`config.mk`:
```
export PLATFORM = sky130hd
export DESIGN_NAME = channel_cal_config_regs
export DESIGN_NICKNAME = d
export VERILOG_FILES = /design/src/hdl/cal_regs_pkg.sv /design/src/hdl/cal_reg16.sv /design/src/hdl/channel_cal_config_regs.sv
export SDC_FILE = /design/constraint.sdc
export NUM_CORES = 1
export LEC_CHECK = 0
export BUFFER_PORTS_ARGS = -buffer_cell sky130_fd_sc_hd__buf_2
export CORE_MARGIN = 8
export CORE_UTILIZATION = 25
export DETAILED_ROUTE_END_ITERATION = 6
export PLACE_DENSITY = 0.44
export SLEW_MARGIN = 25
export SYNTH_ARGS = -nofsm -noshare
export SYNTH_HDL_FRONTEND = slang
export SYNTH_SLANG_ARGS = --single-unit
```
`constraint.sdc`:
```
create_clock -name pclk -period 4 [get_ports pclk]
set_input_delay 0.6 -clock pclk [delete_from_list [all_inputs] [get_ports pclk]]
set_output_delay 0.6 -clock pclk [all_outputs]
set_load 0.1 [all_outputs]
```
`src/hdl/cal_regs_pkg.sv`:
```
// Package with the register map, field layout and reset values of the calibration bank.
`default_nettype none

package cal_regs_pkg;

    // Bus and storage widths.
    localparam int APB_ADDR_W = 8;
    localparam int DATA_W = 32;
    localparam int REG_W = 16;
    localparam int CAL_W = 24;
    localparam int NUM_SLOTS = 9;

    // Register indices; the byte address of each register is four times its index.
    localparam logic [5:0] IDX_CH2_OFFSET_CAL_HIGH = 6'h14;
    localparam logic [5:0] IDX_CH2_OFFSET_CAL_LOW = 6'h15;
    localparam logic [5:0] IDX_CH2_GAIN_CAL_HIGH = 6'h16;
    localparam logic [5:0] IDX_CH2_GAIN_CAL_LOW = 6'h17;
    localparam logic [5:0] IDX_CH3_CONFIG_WORD = 6'h18;
    localparam logic [5:0] IDX_CH3_OFFSET_CAL_HIGH = 6'h19;
    localparam logic [5:0] IDX_CH3_OFFSET_CAL_LOW = 6'h1A;
    localparam logic [5:0] IDX_CH3_GAIN_CAL_HIGH = 6'h1B;
    localparam logic [5:0] IDX_CH3_GAIN_CAL_LOW = 6'h1C;
    localparam logic [5:0] IDX_REGISTER_MAP_CHECKSUM = 6'h3E;

    // Storage slots of the writable registers, in ascending index order.
    localparam int SLOT_CH2_OFS_HI = 0;
    localparam int SLOT_CH2_OFS_LO = 1;
    localparam int SLOT_CH2_GAIN_HI = 2;
    localparam int SLOT_CH2_GAIN_LO = 3;
    localparam int SLOT_CH3_CONFIG_WORD = 4;
    localparam int SLOT_CH3_OFS_HI = 5;
    localparam int SLOT_CH3_OFS_LO = 6;
    localparam int SLOT_CH3_GAIN_HI = 7;
    localparam int SLOT_CH3_GAIN_LO = 8;

    // Reset values.
    localparam logic [15:0] RST_OFFSET = 16'h0000;
    localparam logic [15:0] RST_GAIN_HIGH = 16'h8000;
    localparam logic [15:0] RST_LOW = 16'h0000;
    localparam logic [15:0] RST_CONFIG = 16'h0000;
    localparam logic [15:0] RST_CHECKSUM = 16'h0000;

    // Writable bit masks; cleared bits are reserved and read as zero.
    localparam logic [15:0] MASK_HIGH = 16'hFFFF;
    localparam logic [15:0] MASK_LOW = 16'hFF00;
    localparam logic [15:0] MASK_CONFIG = 16'hFFC7;

    localparam logic [5:0] SLOT_INDEX [NUM_SLOTS] = '{
        IDX_CH2_OFFSET_CAL_HIGH, IDX_CH2_OFFSET_CAL_LOW, IDX_CH2_GAIN_CAL_HIGH,
        IDX_CH2_GAIN_CAL_LOW, IDX_CH3_CONFIG_WORD, IDX_CH3_OFFSET_CAL_HIGH,
        IDX_CH3_OFFSET_CAL_LOW, IDX_CH3_GAIN_CAL_HIGH, IDX_CH3_GAIN_CAL_LOW};
    localparam logic [15:0] SLOT_RESET [NUM_SLOTS] = '{
        RST_OFFSET, RST_LOW, RST_GAIN_HIGH, RST_LOW, RST_CONFIG,
        RST_OFFSET, RST_LOW, RST_GAIN_HIGH, RST_LOW};
    localparam logic [15:0] SLOT_MASK [NUM_SLOTS] = '{
        MASK_HIGH, MASK_LOW, MASK_HIGH, MASK_LOW, MASK_CONFIG,
        MASK_HIGH, MASK_LOW, MASK_HIGH, MASK_LOW};

    // Field positions in the channel 3 configuration word and low registers.
    localparam int PHASE_MSB = 15;
    localparam int PHASE_LSB = 6;
    localparam int DC_OVERRIDE_BIT = 2;
    localparam int SEL_MSB = 1;
    localparam int SEL_LSB = 0;
    localparam int LOW_FIELD_MSB = 15;
    localparam int LOW_FIELD_LSB = 8;

    // Converter input selection codes.
    typedef enum logic [1:0] {
        SEL_PIN_PAIR = 2'b00,
        SEL_SHORTED = 2'b01,
        SEL_TEST_POS = 2'b10,
        SEL_TEST_NEG = 2'b11
    } input_sel_t;

endpackage

`default_nettype wire

```
`src/hdl/cal_reg16.sv`:
```
// One 16-bit register with a reset value and a mask of writable bits.
`default_nettype none

module cal_reg16
    import cal_regs_pkg::*;
#(
    parameter logic [15:0] RESET_VALUE = 16'h0000,
    parameter logic [15:0] WRITE_MASK = 16'hFFFF
) (
    input wire logic pclk,
    input wire logic presetn,
    input wire logic wr_en,
    input wire logic [REG_W-1:0] wr_data,
    output logic [REG_W-1:0] value
);

    logic [REG_W-1:0] value_q;
    logic [REG_W-1:0] value_d;

    // Reserved bits are masked on the way in, so they can never hold a one.
    assign value_d = wr_en ? (wr_data & WRITE_MASK) : value_q;
    assign value = value_q;

    // Storage flop.
    always_ff @(posedge pclk or negedge presetn) begin
        if (!presetn) begin
            value_q <= RESET_VALUE;
        end else begin
            value_q <= value_d;
        end
    end
endmodule

`default_nettype wire

```
`src/hdl/channel_cal_config_regs.sv`:
```
// APB register bank for channel 2 and 3 calibration, channel 3 configuration and checksum.
//
// What this block does
// - Offset high register holds offset correction bits 23 to 8 in all 16 bits.
// - Offset low register holds offset correction bits 7 to 0 in its upper byte.
// - Lower byte of every calibration low register is read-only and reads zero.
// - Gain high register holds gain correction bits 23 to 8.
// - Gain low register holds gain correction bits 7 to 0 in bits 15 to 8.
// - Gain high resets to 8000h, gain low resets to zero.
// - Offset registers reset to 0000h, meaning no offset correction.
// - Config bits 15 to 6 are a signed phase delay, reset zero.
// - Config bit 2 set disables DC blocking for channel 3, else global setting.
// - Config bits 1 to 0 select pins, shorted, positive or negative test signal.
// - Config bits 5 to 3 are read-only and read 000b.
// - Register-map checksum word sits at index 3Eh, resets to zero, then tracks register_map_checksum_value each cycle.
`default_nettype none

module channel_cal_config_regs
    import cal_regs_pkg::*;
(
    input wire logic pclk,
    input wire logic presetn,
    input wire logic psel,
    input wire logic penable,
    input wire logic pwrite,
    input wire logic [APB_ADDR_W-1:0] paddr,
    input wire logic [DATA_W-1:0] pwdata,
    input wire logic [3:0] pstrb,
    output logic [DATA_W-1:0] prdata,
    output logic pready,
    output logic pslverr,
    input wire logic global_dc_block_setting,
    input wire logic [REG_W-1:0] register_map_checksum_value,
    output logic [CAL_W-1:0] ch2_offset_value,
    output logic [CAL_W-1:0] ch2_gain_value,
    output logic [CAL_W-1:0] ch3_offset_value,
    output logic [CAL_W-1:0] ch3_gain_value,
    output logic signed [PHASE_MSB-PHASE_LSB:0] ch3_phase_delay,
    output logic ch3_dc_block_override,
    output logic ch3_dc_block_active,
    output logic [1:0] ch3_input_select,
    output logic ch3_pins_connected,
    output logic ch3_inputs_shorted,
    output logic ch3_test_signal_on,
    output logic ch3_test_signal_negative
);

    logic [5:0] word_index;
    logic aligned;
    logic [NUM_SLOTS-1:0] slot_hit;
    logic [NUM_SLOTS-1:0] slot_wr;
    logic [REG_W-1:0] slot_value [NUM_SLOTS];
    logic [REG_W-1:0] slot_wdata [NUM_SLOTS];
    logic [REG_W-1:0] lane_mask;
    logic crc_hit;
    logic addr_hit;
    logic access_wait;
    logic transfer_done;
    logic wr_fire;
    logic [REG_W-1:0] rd_value;
    logic [DATA_W-1:0] prdata_q;
    logic [DATA_W-1:0] prdata_d;
    logic pready_q;
    logic pready_d;
    logic pslverr_q;
    logic pslverr_d;
    logic [REG_W-1:0] crc_q;
    logic dc_active_q;
    logic dc_active_d;
    logic pins_q;
    logic pins_d;
    logic shorted_q;
    logic shorted_d;
    logic test_on_q;
    logic test_on_d;
    logic test_neg_q;
    logic test_neg_d;
    logic [REG_W-1:0] cfg;
    input_sel_t sel;

    // Address decode: only word-aligned addresses match a register.
    assign word_index = paddr[7:2];
    assign aligned = (paddr[1:0] == 2'b00);
    assign crc_hit = aligned && (word_index == IDX_REGISTER_MAP_CHECKSUM);
    assign addr_hit = (|slot_hit) || crc_hit;

    // APB phases; one wait state gives the read mux a full cycle.
    assign access_wait = psel && penable && !pready_q;
    assign transfer_done = psel && penable && pready_q;
    assign wr_fire = transfer_done && pwrite;

    // Byte lanes 0 and 1 carry the 16-bit registers; lanes 2 and 3 are ignored.
    assign lane_mask = {{8{pstrb[1]}}, {8{pstrb[0]}}};

    // Storage and write steering, one register per slot.
    generate
        for (genvar g = 0; g < NUM_SLOTS; g++) begin : gen_slot
            assign slot_hit[g] = aligned && (word_index == SLOT_INDEX[g]);
            assign slot_wr[g] = wr_fire && slot_hit[g];
            assign slot_wdata[g] = (pwdata[REG_W-1:0] & lane_mask)
                | (slot_value[g] & ~lane_mask);
            cal_reg16 #(
                .RESET_VALUE(SLOT_RESET[g]),
                .WRITE_MASK(SLOT_MASK[g])
            ) u_reg (
                .pclk(pclk),
                .presetn(presetn),
                .wr_en(slot_wr[g]),
                .wr_data(slot_wdata[g]),
                .value(slot_value[g])
            );
        end
    endgenerate

    // Read mux; a miss reads zero and is flagged as a slave error.
    always_comb begin
        rd_value = crc_hit ? crc_q : 16'h0000;
        for (int i = 0; i < NUM_SLOTS; i++) begin
            if (slot_hit[i]) begin
                rd_value = rd_value | slot_value[i];
            end
        end
    end

    // Answer signals are all computed in the wait cycle and stand for one cycle.
    assign pready_d = access_wait;
    assign pslverr_d = access_wait && !addr_hit;
    assign prdata_d = (access_wait && !pwrite) ? {16'h0000, rd_value} : 32'h0000_0000;

    // Bus answer flops.
    always_ff @(posedge pclk or negedge presetn) begin
        if (!presetn) begin
            pready_q <= 1'b0;
            pslverr_q <= 1'b0;
            prdata_q <= 32'h0000_0000;
        end else begin
            pready_q <= pready_d;
            pslverr_q <= pslverr_d;
            prdata_q <= prdata_d;
        end
    end

    // Checksum holder; the checksum engine lives elsewhere, bus writes do not touch it.
    always_ff @(posedge pclk or negedge presetn) begin
        if (!presetn) begin
            crc_q <= RST_CHECKSUM;
        end else begin
            crc_q <= register_map_checksum_value;
        end
    end

    // Correction words: high register on top, upper byte of low register below.
    assign ch2_offset_value = {slot_value[SLOT_CH2_OFS_HI],
        slot_value[SLOT_CH2_OFS_LO][LOW_FIELD_MSB:LOW_FIELD_LSB]};
    assign ch2_gain_value = {slot_value[SLOT_CH2_GAIN_HI],
        slot_value[SLOT_CH2_GAIN_LO][LOW_FIELD_MSB:LOW_FIELD_LSB]};
    assign ch3_offset_value = {slot_value[SLOT_CH3_OFS_HI],
        slot_value[SLOT_CH3_OFS_LO][LOW_FIELD_MSB:LOW_FIELD_LSB]};
    assign ch3_gain_value = {slot_value[SLOT_CH3_GAIN_HI],
        slot_value[SLOT_CH3_GAIN_LO][LOW_FIELD_MSB:LOW_FIELD_LSB]};

    // Channel 3 configuration fields.
    assign cfg = slot_value[SLOT_CH3_CONFIG_WORD];
    assign ch3_phase_delay = cfg[PHASE_MSB:PHASE_LSB];
    assign ch3_dc_block_override = cfg[DC_OVERRIDE_BIT];
    assign ch3_input_select = cfg[SEL_MSB:SEL_LSB];
    assign sel = input_sel_t'(cfg[SEL_MSB:SEL_LSB]);

    // The override only ever turns blocking off; it cannot force it on.
    assign dc_active_d = global_dc_block_setting && !cfg[DC_OVERRIDE_BIT];

    // Input routing decode for the front end.
    always_comb begin
        pins_d = 1'b0;
        shorted_d = 1'b0;
        test_on_d = 1'b0;
        test_neg_d = 1'b0;
        case (sel)
            SEL_PIN_PAIR: begin
                pins_d = 1'b1;
            end
            SEL_SHORTED: begin
                shorted_d = 1'b1;
            end
            SEL_TEST_POS: begin
                test_on_d = 1'b1;
            end
            SEL_TEST_NEG: begin
                test_on_d = 1'b1;
                test_neg_d = 1'b1;
            end
            default: begin
                pins_d = 1'b1;
            end
        endcase
    end

    // Routing flops; resetting to the pin pair matches the reset select code.
    always_ff @(posedge pclk or negedge presetn) begin
        if (!presetn) begin
            dc_active_q <= 1'b0;
            pins_q <= 1'b1;
            shorted_q <= 1'b0;
            test_on_q <= 1'b0;
            test_neg_q <= 1'b0;
        end else begin
            dc_active_q <= dc_active_d;
            pins_q <= pins_d;
            shorted_q <= shorted_d;
            test_on_q <= test_on_d;
            test_neg_q <= test_neg_d;
        end
    end

    // Port drivers.
    assign prdata = prdata_q;
    assign pready = pready_q;
    assign pslverr = pslverr_q;
    assign ch3_dc_block_active = dc_active_q;
    assign ch3_pins_connected = pins_q;
    assign ch3_inputs_shorted = shorted_q;
    assign ch3_test_signal_on = test_on_q;
    assign ch3_test_signal_negative = test_neg_q;
endmodule

`default_nettype wire
```
==> results of run 1 <==
-- through the flow --
step / cell area [um^2] / instances / worst slack [ns] / power [W] / hold WS, ns
after global placement: 7920 / 1008 / 1.01 / 0.00180 / 0.468
after CTS: 8540 / 1038 / 1.40 / 0.00353 / 0.263
after detailed placement: 7920 / 1008 / 0.962 / 0.00181 / 0.472
after floorplan: 6730 / 518 / 1.72 / 0.00171 / 0.304
after global routing: 8540 / 1038 / 1.31 / 0.00362 / 0.267
final: 8540 / 1038 / 1.32 / 0.00348 / 0.287
-- cells by family after synthesis --
group                  count (synthesis)  share of synthesized area, %
AND/OR/NAND/NOR                       99                          9.54
multiplexers                         137                          23.1
buffers and inverters                 44                          3.73
other                                  1                        0.0562
flip-flops                           148                          55.6
AO/OA/AOI/OAI                         74                          8.03
-- report_power, final --
group	switching, W	total, W	leakage, nW	internal [W]
logic	0.000213	0.000262	2.11	0.0000489
registers	0.00000536	0.00152	2.02	0.00151
clock network	0.000617	0.00171	0.299	0.00109
-- worst register-to-register path, cell delays in order (launching register included) --
cell,delay (ns)
dfrtp_1,0.37
nand4_1,0.28
nor3_1,0.39
nand2_1,0.49
mux2_2,0.44
-- cell type report --
cell class	count	area, um^2	area share, %
flip-flops and latches	148	3710	43.4
multi-input cells	326	2770	32.5
repair buffers	191	1000	11.8
clock buffers	22	474	5.55
well taps	341	427	4.99
clock inverters	8	149	1.74
inverters	2	7.51	0.0879
-- placed cells by master (no fill, tap or decap), types with 4 or more instances in the layout --
| cell | instances |
|---|---|
| mux2_2 | 124 |
| dfrtp_1 | 145 |
| nand3_1 | 10 |
| bufinv_16 | 4 |
| a21oi_1 | 13 |
| buf_2 | 178 |
| nand2_1 | 27 |
| a22o_1 | 19 |
| o22ai_1 | 4 |
| a31oi_1 | 9 |
| conb_1 | 16 |
| and2_1 | 5 |
| nand4_1 | 4 |
| nor2b_1 | 7 |
| o21ai_0 | 6 |
| nand3b_1 | 7 |
| a22oi_1 | 6 |
| buf_4 | 11 |
| clkbuf_16 | 17 |
| a32oi_1 | 11 |
| mux2i_1 | 11 |
| nor2_1 | 10 |
| and3_1 | 5 |
-- final timing paths --
check	end	startpoint	slack (ns)	cells after the start
max	flip-flop	paddr[4]	1.32	5
min reg2reg	ch3_dc_block_active	flip-flop	0.48	1
max in group asynchronous	async pin	presetn	2.81	2
min	async pin	presetn	0.29	1
min in group pclk	crc_q[8]	register_map_checksum_value[8]	0.29	1
max reg2reg	flip-flop	pready	1.92	4
-- per-layer routing --
metal  vias to the layer above  track usage (%)  part of all wire [%]
met4                         0             5.07                   1.8
li1                       2202                -                     -
met3                        24             4.55                   7.8
met5                         -                0                     0
met1                      2535             19.2                    43
met2                       202             24.8                    48
==> impl_results.md, run 1 <==
- Outcome: complete, no violations
- CP Capture Type: flip-flop
- Yosys warnings: 0
- Antenna Nets Post-Route: 0
- Layout cell share with drive strength beyond 1: 51.4%
- F_max: 374 MHz
- ANT cells: 0
- Final setup fails: 0
- Top post-synthesis cells by area: dfrtp_1 (54%), mux2_2 (21%), a22o_1 (2.5%)
- Top cell type by total area after synthesis: dfrtp_1
- Post-layout util: 32.1%
- Worst Path Arrival: 2.97 ns
- Routed wire per std cell: 23.6 um
- Max VDD drop: 221 uV
- Startpoint types: input pin
- Slew Viols, Final: 0
- Post-CTS Setup Repair Bufs: 0
- Lkg Pwr: 4.42 nW
- Slew HR: 35.0%
- Grt total ovfl: 0
- DRC viols: 0
- Hold-fix buffers, CTS: 0
- Starting Density: 25.1%
- Num rows: 60
- Final #Nets: 752
- Final hold vios: 0
- Worst slew pin tran: 0.974 ns
- RSZ-0062 raised after global routing: false
- Clock root buffer: clkbuf_16
- H-tree depth: 4
- Tcrit/Tclk final: roughly 67%
- Synth Register Bits: 148
- Cell variety after synth: 53
- DIE WIDTH: 179 um
- CP top delay family: simple AND/OR/NAND/NOR gates
- Maximum Capacitance Violations: 0
- Clock transition at path regs: 0.06 ns
- Post_cts resized: 0
- PortBufs: 179
- CP Buf/Inv Count: 1
- Synth async-reset ratio: 100%
- CTS tree: built
- TNS Setup: 0 ns
- Floorplan core area: approximately 0.027 mm^2
- Sequential area share after synthesis: 55.6%
- Drt pass-1 iters: 4
- Crit-path cells: buf_2 -> and4bb_2 -> and2_1 -> nand2_1 -> mux2_2
- Die Height: 179 um
- Crit path max fanout: 23
- Clock skew: 0.00768 ns
- Largest net degree at the start of global routing: 96
- Initial DRC count: 261
- Critical path's slowest cell: nand2_1
- Clk Latency, worst-skew pair: 0.42 ns
- Pwr dens: 408 mW/mm^2
- DPL Wire Length: 17,600 um
- DR vias: just under 5,000
- Mapped Avg Cell Area: 13.3 um^2
- First-pass GRT wire length: 35,400 um
- Setup Crit Path Kind: in2reg
- GR Util All Layers: 15.3%
- Final WL: 24,500 um
- Final Wtd Congestion: 0.765
- Number of fill cells: approximately 2,700
- Routed vias/inst: 4.78
- Initial antenna violation count: 0
- # clock sinks: 148
- Most used DFF post-synth: dfrtp_1
- Fin crit period: 2.68 ns
- Top-count cell post-synth: dfrtp_1
- Inserted Clock Buffers: 17
- CTS Buffer Depth: 2
- Hold Crit Class: in2async
- Io pins: between 200 and 250
- Commonest cells in the netlist: dfrtp_1 (145), mux2_2 (124), nand2_1 (27), a22o_1 (19), buf_4 (17)
- Die area: 0.0322 mm^2
- Post-synth top area share: 54.4%
- Mapped Area: around 0.0067 mm^2
- Critical Path Max Stage Delay: 0.53 ns
- Vias in the first global route: 5,405
- EDFF count, synth: 0
- Required @ worst endpoint: about 4.3 ns
- Cells after synthesis: ~500
- Syn-to-layout area delta: 28.0%
Power figures use the tool's default switching activity.
==> run 2: changes to the inputs <==
==> constraint.sdc (replaced) <==
create_clock -name pclk -period 2.5 [get_ports pclk]
set_input_delay 0.375 -clock pclk [delete_from_list [all_inputs] [get_ports pclk]]
set_output_delay 0.375 -clock pclk [all_outputs]
set_load 0.1 [all_outputs]
==> run 2 against run 1 <==
Net effect:
- routed wire length increased by 0.36%
- count of clock-buffer cells in the layout decreased by 1
- design area increased by 2.2%
- critical path depth decreased by 1
- sequential cell count unchanged
- largest cell class unchanged
==> impl_results.md, run 2 (synthesis results as in run 1) <==
- Outcome: complete, no violations
- Routed vias/inst: 4.77 (-0.15%)
- Required @ worst endpoint: 2.79 ns (-1.51 ns)
- Crit path max fanout: 16 (-30%)
- Initial DRC count: 304 (+16%)
- Final hold vios: 0 (unchanged)
- R2r setup slk: 0.64 ns (-1.28 ns)
- Pwr dens: 610 mW/mm^2 (+50%)
- Leading cell type in the layout, fill and taps excluded: buf_2
- Io pins: 214 (unchanged)
- Worst Path Arrival: 2.20 ns (-0.77 ns)
- Slew Viols, Final: 0 (unchanged)
- CP Capture Type: flip-flop
- CTS tree: built
- Clk network pwr share: 46.3% (-2.7 points)
- Vias in the first global route: 5,544 (+2.6%)
- Floorplan core area: 0.0266 mm^2 (unchanged)
- Reg2Reg Launch Point: pready
- Setup Crit Path Kind: in2reg
- Min-Delay Path Depth: 1
- Tcrit/Tclk final: approximately 76%
- Post-route cell area: 0.00873 mm^2 (+2.2%)
- Hold-fix buffers, CTS: 1 (+1)
- Power share of the sequential group: 45.5% (+2.0 points)
- PortBufs: 179 (unchanged)
- Antenna Nets Post-Route: 0 (unchanged)
- Hold path start: register_map_checksum_value[8]
- Clock skew: 0.0120 ns (+0.00436 ns)
- Final Wtd Congestion: 0.766 (about the same)
- Syn-to-layout area delta: 30.8%
- Clock transition at path regs: 0.06 ns (about the same)
- Final setup fails: 0 (unchanged)
- Sw Share: 26.2% (+2.2 points)
- Switching power: 0.00139 W (+67%)
- Initial antenna violation count: 0 (unchanged)
- Post-layout util: 32.8% (+0.70 points)
- Lkg Pwr: 4.54 nW (+2.7%)
- Reg2reg path depth: 4 (unchanged)
- Die Height: 179 um (unchanged)
- Largest net degree at the start of global routing: 48 (-50%)
- Combinational share of power: 8.2% (+0.7 points)
- F_max: 526 MHz
- Max VDD drop: 285 uV (+29%)
- # clock sinks: 148 (unchanged)
- Clock root buffer: clkbuf_16
- Int Pwr: 0.00393 W (+49%)
- DIE WIDTH: 179 um (unchanged)
- Num rows: 60 (unchanged)
- Routed wire per std cell: 23.0 um (-2.7%)
- Startpoint types: input pin
- Post-CTS Setup Repair Bufs: 0 (unchanged)
- DRC viols: 0 (unchanged)
- Drt pass-1 iters: 4 (unchanged)
- Final WL: 24,600 um (+0.36%)
- RSZ-0062 raised after global routing: false
- Commonest cells after routing, fill and taps aside: buf_2 (178), dfrtp_1 (145), mux2_2 (124)
- Pwr Total: 0.00533 W (+53%)
- DPL Wire Length: 18,300 um (+4.0%)
- GR Util All Layers: 15.4% (+0.12 points)
- Clk Latency, worst-skew pair: 0.42 ns (about the same)
- Min-Delay Endpoint: crc_q[8]
- Inserted Clock Buffers: 17 (unchanged)
- Worst slew pin tran: 0.971 ns (-0.00378 ns)
- Layout cell share with drive strength beyond 1: 53.4% (+2.1 points)
- Die area: 0.0322 mm^2 (unchanged)
- DR vias: 5,113 (+3.0%)
- Slew HR: 35.3% (+0.25 points)
- H-tree depth: 4 (unchanged)
- TNS Setup: 0 ns (unchanged)
- Hold_ws: 0.0577 ns (-0.229 ns)
- Post_cts resized: 0 (unchanged)
- Fin crit period: 1.90 ns
- ANT cells: 0 (unchanged)
- Hold Crit Class: in2reg
- Post-DP Area: 0.00816 mm^2 (+3.0%)
- Maximum Capacitance Violations: 0 (unchanged)
- Final #Nets: 783 (+4.1%)
- First-pass GRT wire length: 35,800 um (+1.0%)
- CTS Buffer Depth: 2 (unchanged)
- Grt total ovfl: 0 (unchanged)
- Starting Density: 25.1% (unchanged)
## run 2: changes by cell type in the layout (fill, tap and decap cells not counted), sizes merged
cell	before	now
clkinv	1	4
bufinv	4	1
buf	191	221
clkbuf	22	21
dlygate4sd3	0	1
clkinvlp	2	4
inv	3	4
## run 2: through the flow
stage,instances,setup WS (ns)
4_1_cts,1071,0.631
6_report,1071,0.597
5_1_grt,1071,0.471
3_3_place_gp,1038,0.260
2_1_floorplan,518,0.223
3_5_place_dp,1038,0.226
## run 2: how the worst max path moves through the flow
stage	from	to	slack, ns	depth (start not counted)
final	paddr[2]	flip-flop	0.60	4
after global routing	pready	flip-flop	0.47	4
after CTS	pready	flip-flop	0.63	4
after detailed placement	paddr[2]	flip-flop	0.23	4
after global placement	paddr[2]	flip-flop	0.26	4
after floorplan	pready	flip-flop	0.22	4
## run 2: critical path: stages
cell and delay [ns]:
buf_2 0.21, nor4b_2 0.66, nand2_1 0.53, mux2_2 0.42
## run 2: layout make-up
type | count | area, um^2
well taps | 341 | 427
flip-flops and latches | 148 | 3710
repair buffers | 222 | 1250
multi-input cells | 326 | 2770
fillers | 2720 | 17800
inverters | 2 | 7.51
clock buffers | 21 | 460
clock inverters | 11 | 101
## run 2: layer usage
layer	wire, um	GRT usage (%)	vias to the layer above
met5	0	0	-
met4	458	4.79	0
met3	2010	4.65	28
met2	11600	25.2	217
met1	10500	19.2	2610
li1	-	-	2258
## run 2: power groups by stage
stage	Combinational [W]	Sequential (W)	Clock (W)
2_1_floorplan	0.000223	0.00251	0
3_3_place_gp	0.000434	0.00247	0
3_5_place_dp	0.000440	0.00247	0
4_1_cts	0.000441	0.00242	0.00254
5_1_grt	0.000466	0.00242	0.00265
6_report	0.000437	0.00242	0.00247
